$ cat src/rx_status_map.svh
// Offsets, field positions and reset values of the receiver status readout
`ifndef RX_STATUS_MAP_SVH
`define RX_STATUS_MAP_SVH
`define REG_CTRL_OFF        8'h2A
`define REG_CODE_OFF        8'h2B
`define REG_READOUT_OFF     8'h2C
`define REG_STRENGTH_OFF    8'h2D
`define REG_GAIN_OFF        8'h2E
`define REG_IRQ_STATUS_OFF  8'h30
`define REG_IRQ_MASK_OFF    8'h31
`define CTRL_MODE_BIT       7
`define READOUT_LIMIT_BIT   0
`define IRQ_ADJUST_BIT      0
`define IRQ_LIMIT_BIT       1
`define IRQ_PEAK_BIT        2
`define IRQ_W               3
`define CODE_RESET          4'h0
`define STRENGTH_RESET      4'h0
`define IRQ_MASK_RESET      3'h0
`endif

$ cat src/rx_status_pkg.sv
// Types shared by the receiver status readout
package rx_status_pkg;
    typedef logic [3:0] nibble_t;
    typedef struct packed {
        nibble_t am;
        nibble_t pm;
    } chan_pair_t;
    typedef struct packed {
        logic [7:0] addr;
        logic [7:0] wdata;
        logic       wr;
        logic       rd;
    } bus_req_t;
endpackage : rx_status_pkg

$ cat src/peak_hold.sv
// Peak hold of one channel strength code
`timescale 1ns/100ps
`include "rx_status_map.svh"
module peak_hold
    import rx_status_pkg::*;
#(
    parameter int W = 4
) (
    // Clock and reset
    input  wire logic         clk,
    input  wire logic         rst_n,
    // Sample and control
    input  wire logic         sample_valid,
    input  wire logic [W-1:0] sample,
    input  wire logic         restart,
    // Held peak
    output logic      [W-1:0] peak,
    output logic              raised
);
    logic [W-1:0] peak_r;
    logic [W-1:0] peak_nxt;
    logic         raised_nxt;

    always_comb begin
        peak_nxt   = peak_r;
        raised_nxt = 1'b0;
        if (restart) begin
            peak_nxt = W'(`STRENGTH_RESET);
        // Keep maximum only
        end else if (sample_valid && (sample > peak_r)) begin
            peak_nxt   = sample;
            raised_nxt = 1'b1;
        end
    end

    always_ff @(posedge clk or negedge rst_n) begin
        if (!rst_n) begin
            peak_r <= W'(`STRENGTH_RESET);
            raised <= 1'b0;
        end else begin
            peak_r <= peak_nxt;
            raised <= raised_nxt;
        end
    end

    assign peak = peak_r;
endmodule : peak_hold

$ cat src/receiver_status_readout.sv
// Receiver status readout registers with peak hold and interrupt
// ***************************************************************
// Overview of operation
// Readout bits 7:4 show code from last regulator-adjust command.
// Readout bit 0 is high while supply regulator is in current limit.
// Strength bits 7:4 hold AM peak until reception start or clear.
// Strength bits 3:0 hold PM peak until reception start or clear.
// Gain bits 7:4 show total AM stage two/three gain reduction.
// Gain bits 3:0 show total PM gain reduction, gain config encoding.
// Regulator code is linear 0.1 V steps; low codes undefined 3.3 V.
// Strength code zero means at or below lowest threshold.
// Mode bit picks adjust result (0) or written code (1).
// Written code uses the same encoding as the readout field.
// Strength field only rises during a reception, keeping the maximum.
// Reserved readout bits read zero; writes to readouts are ignored.
// ***************************************************************
//
// The address-and-strobe port was chosen for this implementation.
`timescale 1ns/100ps
`include "rx_status_map.svh"
module receiver_status_readout
    import rx_status_pkg::*;
(
    // Clock and reset
    input  wire logic       clk,
    input  wire logic       rst_n,
    // Register port
    input  wire logic [7:0] addr,
    input  wire logic [7:0] wdata,
    input  wire logic       wr,
    input  wire logic       rd,
    output logic      [7:0] rdata,
    // Regulator analog side
    input  wire logic       adjust_done,
    input  wire logic [3:0] adjust_code,
    input  wire logic       current_limit_pin,
    output logic      [3:0] regulator_code,
    // Receiver analog side
    input  wire logic       rx_start,
    input  wire logic       strength_clear,
    input  wire logic       strength_valid,
    input  wire logic [3:0] am_strength,
    input  wire logic [3:0] pm_strength,
    input  wire logic [3:0] am_gain_reduction_state,
    input  wire logic [3:0] pm_gain_reduction_state,
    // Interrupt
    output logic            irq
);
    // ***************************************************************
    // Input synchronisers
    // ***************************************************************
    logic [1:0] limit_sync_r;
    logic       limit_d_r;

    always_ff @(posedge clk or negedge rst_n) begin
        if (!rst_n) begin
            limit_sync_r <= 2'h0;
            limit_d_r    <= 1'b0;
        end else begin
            limit_sync_r <= {limit_sync_r[0], current_limit_pin};
            limit_d_r    <= limit_sync_r[1];
        end
    end

    wire limit_s    = limit_sync_r[1];
    wire limit_rise = limit_s & ~limit_d_r;

    // ***************************************************************
    // Regulator code state
    // ***************************************************************
    bus_req_t req;
    assign req = '{addr: addr, wdata: wdata, wr: wr, rd: rd};

    nibble_t adj_code_r, adj_code_nxt;
    nibble_t ext_code_r, ext_code_nxt;
    logic    mode_r, mode_nxt;

    always_comb begin
        adj_code_nxt = adj_code_r;
        ext_code_nxt = ext_code_r;
        mode_nxt     = mode_r;
        // Capture adjust result
        if (adjust_done) begin
            adj_code_nxt = adjust_code;
        end
        if (req.wr && req.addr == `REG_CTRL_OFF) begin
            mode_nxt = req.wdata[`CTRL_MODE_BIT];
        end
        // Written code same encoding
        if (req.wr && req.addr == `REG_CODE_OFF) begin
            ext_code_nxt = req.wdata[3:0];
        end
    end

    always_ff @(posedge clk or negedge rst_n) begin
        if (!rst_n) begin
            adj_code_r <= `CODE_RESET;
            ext_code_r <= `CODE_RESET;
            mode_r     <= 1'b0;
        end else begin
            adj_code_r <= adj_code_nxt;
            ext_code_r <= ext_code_nxt;
            mode_r     <= mode_nxt;
        end
    end

    // Mode selects code source
    // Code passes unchanged
    assign regulator_code = mode_r ? ext_code_r : adj_code_r;

    // ***************************************************************
    // Peak hold per channel
    // ***************************************************************
    chan_pair_t peak;
    logic [1:0] raised;
    logic       restart;
    nibble_t    samples [2];
    nibble_t    peaks   [2];

    // Restart on reception or clear
    assign restart    = rx_start | strength_clear;
    assign samples[0] = am_strength;
    assign samples[1] = pm_strength;

    genvar ch;
    generate
        for (ch = 0; ch < 2; ch++) begin : g_peak
            peak_hold #(.W(4)) u_peak (
                .clk          (clk),
                .rst_n        (rst_n),
                .sample_valid (strength_valid),
                .sample       (samples[ch]),
                .restart      (restart),
                .peak         (peaks[ch]),
                .raised       (raised[ch])
            );
        end
    endgenerate

    // Both channel fields
    // Zero after restart
    assign peak = '{am: peaks[0], pm: peaks[1]};

    // ***************************************************************
    // Interrupt status and mask
    // ***************************************************************
    logic [`IRQ_W-1:0] irq_stat_r, irq_stat_nxt;
    logic [`IRQ_W-1:0] irq_mask_r, irq_mask_nxt;
    logic [`IRQ_W-1:0] irq_set;

    always_comb begin
        irq_set                  = '0;
        irq_set[`IRQ_ADJUST_BIT] = adjust_done;
        irq_set[`IRQ_LIMIT_BIT]  = limit_rise;
        irq_set[`IRQ_PEAK_BIT]   = |raised;
        irq_stat_nxt = irq_stat_r;
        if (req.rd && req.addr == `REG_IRQ_STATUS_OFF) begin
            irq_stat_nxt = '0;
        end
        irq_stat_nxt = irq_stat_nxt | irq_set;
        irq_mask_nxt = irq_mask_r;
        if (req.wr && req.addr == `REG_IRQ_MASK_OFF) begin
            irq_mask_nxt = req.wdata[`IRQ_W-1:0];
        end
    end

    always_ff @(posedge clk or negedge rst_n) begin
        if (!rst_n) begin
            irq_stat_r <= '0;
            irq_mask_r <= `IRQ_MASK_RESET;
        end else begin
            irq_stat_r <= irq_stat_nxt;
            irq_mask_r <= irq_mask_nxt;
        end
    end

    assign irq = |(irq_stat_r & irq_mask_r);

    // ***************************************************************
    // Read data
    // ***************************************************************
    logic [7:0] rdata_nxt;

    always_comb begin
        rdata_nxt = 8'h00;
        if (req.rd) begin
            unique case (req.addr)
                `REG_CTRL_OFF:       rdata_nxt = {mode_r, 7'h00};
                `REG_CODE_OFF:       rdata_nxt = {4'h0, ext_code_r};
                // Code in upper nibble
                // Limit flag bit 0
                // Reserved bits zero
                `REG_READOUT_OFF:    rdata_nxt = {adj_code_r, 3'h0, limit_s};
                // AM upper, PM lower
                `REG_STRENGTH_OFF:   rdata_nxt = peak;
                // AM gain upper nibble
                // PM gain lower nibble
                `REG_GAIN_OFF:       rdata_nxt = {am_gain_reduction_state, pm_gain_reduction_state};
                `REG_IRQ_STATUS_OFF: rdata_nxt = {5'h00, irq_stat_r};
                `REG_IRQ_MASK_OFF:   rdata_nxt = {5'h00, irq_mask_r};
                default:             rdata_nxt = 8'h00;
            endcase
        end
    end

    always_ff @(posedge clk or negedge rst_n) begin
        if (!rst_n) begin
            rdata <= 8'h00;
        end else begin
            rdata <= rdata_nxt;
        end
    end
endmodule : receiver_status_readout

$ cat config.mk
export PLATFORM = sky130hd
export DESIGN_NAME = receiver_status_readout
export DESIGN_NICKNAME = d
export VERILOG_FILES = /design/src/rx_status_pkg.sv /design/src/peak_hold.sv /design/src/receiver_status_readout.sv
export VERILOG_INCLUDE_DIRS = /design/src
export SDC_FILE = /design/constraint.sdc
export NUM_CORES = 1
export LEC_CHECK = 0
export BUFFER_PORTS_ARGS = -buffer_cell sky130_fd_sc_hd__clkbuf_2
export CORE_UTILIZATION = 40
export CTS_CLUSTER_SIZE = 24
export DETAILED_ROUTE_END_ITERATION = 10
export MAX_ROUTING_LAYER = met4
export SLEW_MARGIN = 30
export SYNTH_ARGS = -nofsm -noshare
export SYNTH_HDL_FRONTEND = slang
export SYNTH_SLANG_ARGS = --single-unit
export TNS_END_PERCENT = 5
$ cat constraint.sdc
create_clock -name clk -period 2.4 [get_ports clk]
set_input_delay 0 -clock clk [delete_from_list [all_inputs] [get_ports clk]]
set_output_delay 0 -clock clk [all_outputs]
set_load 0.02 [all_outputs]
==> metrics.csv <==
stage,metric,value,unit
outcome,status,completed,
timing,fmax,583.2,MHz
synth,synth_common_cells,"dfrtp_1, nand2_1, mux2_2",
cts,clock_path_buffers,2,
pwr,p_seq_share,49.6,%
finish,fin_area,2590,µm²
synth,ys_ff_latch,36,
pwr,switching_share,25.51,%
critical_path,crit_fanout,5,
critical_path,cp-end-kind,register,
grt,track_usage,18.99,%
synth,synth_area,1974,µm²
grt,grt_pass1_vias,1603,
floorplan,initial_core_util,41.80,%
synth,async_reset_ff_share,100.0,%
pwr,power_density,502.5,nW/µm²
synth,syn_avg_cell_area,10.73,µm²
routing,first_iter_violations,104,
placement,placed_area,2307,µm²
routing,ant_nets,0,
grt,overflow,0,
routing,viasPerCell,4.997,
timing,slew-limit-headroom,45.76,%
cts,clkLatencyLatePin,0.28,ns
cts,htreeDepth,2,
critical_path,arrival,1.92,ns
cts,cts_buffers,5,
floorplan,io-pin-count,58,
floorplan,core,4723,µm²
timing,whs,0.01358,ns
routing,wire_per_inst,13.39,µm
synth,synth_top_cell_by_area,dfrtp_1,
cts,path_clk_slew,0.07,ns
finish,fill_cells,447,
synth,ys.flop_type,dfrtp_1,
pwr,p_leak,1.211,nW
placement,place_hpwl,3250,µm
pwr,switching_power,0.3320,mW
placement,gp_congestion,0.7915,
synth,synth_nets,237,
finish,num_antenna_cells,0,
pwr,p_int,0.9695,mW
critical_path,start_kind,register,
placement,io_buffers,54,
cts,cts.repair.resized,0,
synth,synthTopCellsByArea,"dfrtp_1, mux2_2, mux2i_1, ha_1, nand2_1",
synth,yosys.area.top_type_share,45.63,%
timing,period_share,71.45,%
grt,grt_pass1_wl,7231,µm
finish,area_growth,31.18,%
routing,vias,1634,
timing,finalSetupTns,0,ns
critical_path,cp.required,2.61,ns
pwr,power_frac_comb,17.2,%
floorplan,die-area,5221,µm²
synth,yosysSeqAreaShare,45.63,%
min_path,hold_path.class,primary input to register,
pwr,pwr-share-clk,33.1,%
floorplan,die_h,72.26,µm
finish,drive_gt1_share,35.00,%
finish,layoutNonFillerInstCount,327,
finish,postLayoutCoreUtil,54.83,%
synth,yosysMostFrequentCell,dfrtp_1,
timing,layout_min_cycle_time,1.715,ns
cts,cts_root_buf,clkbuf_8,
routing,drt_pass1_iterations,4,
synth,synth_edf_count,0,
timing,setup-violations-final,0,
timing,finClkSkew,0.005015,ns
floorplan,floorplan.rows,25,
timing,finalHoldViolations,0,
synth,yosys.cell_types.count,39,
grt,antenna_found_initial,0,
cts,tritoncts,built,
synth,syn_inst,184,
floorplan,die_x,72.26,µm
cts,clock-sinks,36,
timing,rsz0062_at_grt,no,
routing,route.detailed.drc,0,
run,maxCapViolCount,0,
timing,finalMaxSlewViolations,0,
timing,worst_slew_pin_slew,0.8135,ns
critical_path,worstSetupPathType,register to register,
routing,totalWireLength,4377,µm
finish,nets,312,
pwr,peakVddDrop,0.2972,mV
placement,placed_cells,300,
synth,ys_warn_count,0,
grt,grt_max_degree,37,
[state kept, by name (all words and copies together) (netlist names)]
signal,cells
irq_mask_r,3
ext_code_r,4
g_peak.u_peak.raised,2
mode_r,1
rdata,8
irq_stat_r,3
g_peak.u_peak.peak,8
limit_d_r,1
limit_sync_r,2
adj_code_r,4
[worst max-delay path, stage by stage, from the launching register on]
cell and delay [ns]:
dfrtp_1 0.37, inv_1 0.05, ha_1 0.28, nor2b_1 0.14
o211ai_1 0.09, a21oi_1 0.47, mux2i_1 0.25
[power by group through the flow]
stage / clock network (mW) / logic, mW / registers (mW)
after floorplan: 0 / 0.127 / 0.651
after global placement: 0 / 0.202 / 0.657
after detailed placement: 0 / 0.203 / 0.658
after CTS: 0.450 / 0.227 / 0.646
after global routing: 0.475 / 0.252 / 0.649
final: 0.431 / 0.224 / 0.646
[layout by cell type, fill, tap and decap left out, drive strengths merged, types with 2 or more instances in the layout]
master       synthesis  routed
clkinv               0       2
o311ai               2       2
nand4b               4       4
nor2b                5       5
buf                  4       2
a32oi                2       2
dlygate4sd3          0      19
a21oi                8       8
nor3b                2       2
mux2i               12      12
inv                 14      14
a22oi                2       2
and2                 2       2
ha                   8       8
nand3                6       6
nor2                12      12
mux2                20      20
nand2b               2       2
o211ai               2       2
nand2               21      21
nand4                4       4
clkbuf               2      59
dfrtp               36      36
[area by class of cell]
cell class	instances	area, µm²	area share [%]
Tap cell	67	83.83	3.237
Inverter	14	52.55	2.029
Sequential cell	36	900.9	34.78
Timing Repair Buffer	74	467.9	18.07
Multi-Input combinational cell	128	992.2	38.31
Clock inverter	2	10.01	0.3865
Clock buffer	6	82.58	3.188
[metal layers]
layer	global-route usage [%]	vias to the layer above	share of wire, %
li1	-	811	-
met1	24.80	775	47
met2	28.97	43	47
met3	4.583	5	5.1
met4	6.536	0	1.1
met5	-	-	0
[repair_timing]
item / in CTS / in global routing
setup endpoints to repair: 0 / 0
buffers inserted: 0 / 0
hold buffers: 19 / 0
hold endpoints to repair: 57 / 0
[through the flow]
| step | worst slack, ns | power (mW) |
|---|---|---|
| after floorplan | 0.8864 | 0.7780 |
| after global routing | 0.5314 | 1.375 |
| after global placement | 0.6960 | 0.8590 |
| final | 0.6853 | 1.302 |
| after CTS | 0.6436 | 1.324 |
| after detailed placement | 0.6601 | 0.8605 |
[logic make-up (layout without fill, tap and decap cells)]
| family | count (synthesis) | in the layout | synth area share, % |
|---|---|---|---|
| fa+ha+maj | 8 | 8 | 5.070 |
| simple gates | 63 | 63 | 18.25 |
| buf+inv | 20 | 96 | 4.119 |
| flops | 36 | 36 | 45.63 |
| compound gates | 25 | 25 | 9.443 |
| mux | 32 | 32 | 17.49 |
[final timing paths]
path                                            startpoint                        to  slack (ns)  cells after the start
worst min-delay path            pm_gain_reduction_state[3]                  rdata[3]        0.01                      3
worst max register to register    g_peak[0].u_peak.peak[1]  g_peak[0].u_peak.peak[2]        0.69                      6
worst max-delay path              g_peak[0].u_peak.peak[1]  g_peak[0].u_peak.peak[2]        0.69                      6
worst min register to register             limit_sync_r[0]           limit_sync_r[1]        0.37                      0
min in group asynchronous                            rst_n                 limit_d_r        0.35                      2
max in group asynchronous                            rst_n             ext_code_r[2]        1.53                      2
No activity file was read; power rests on OpenSTA's default activity.
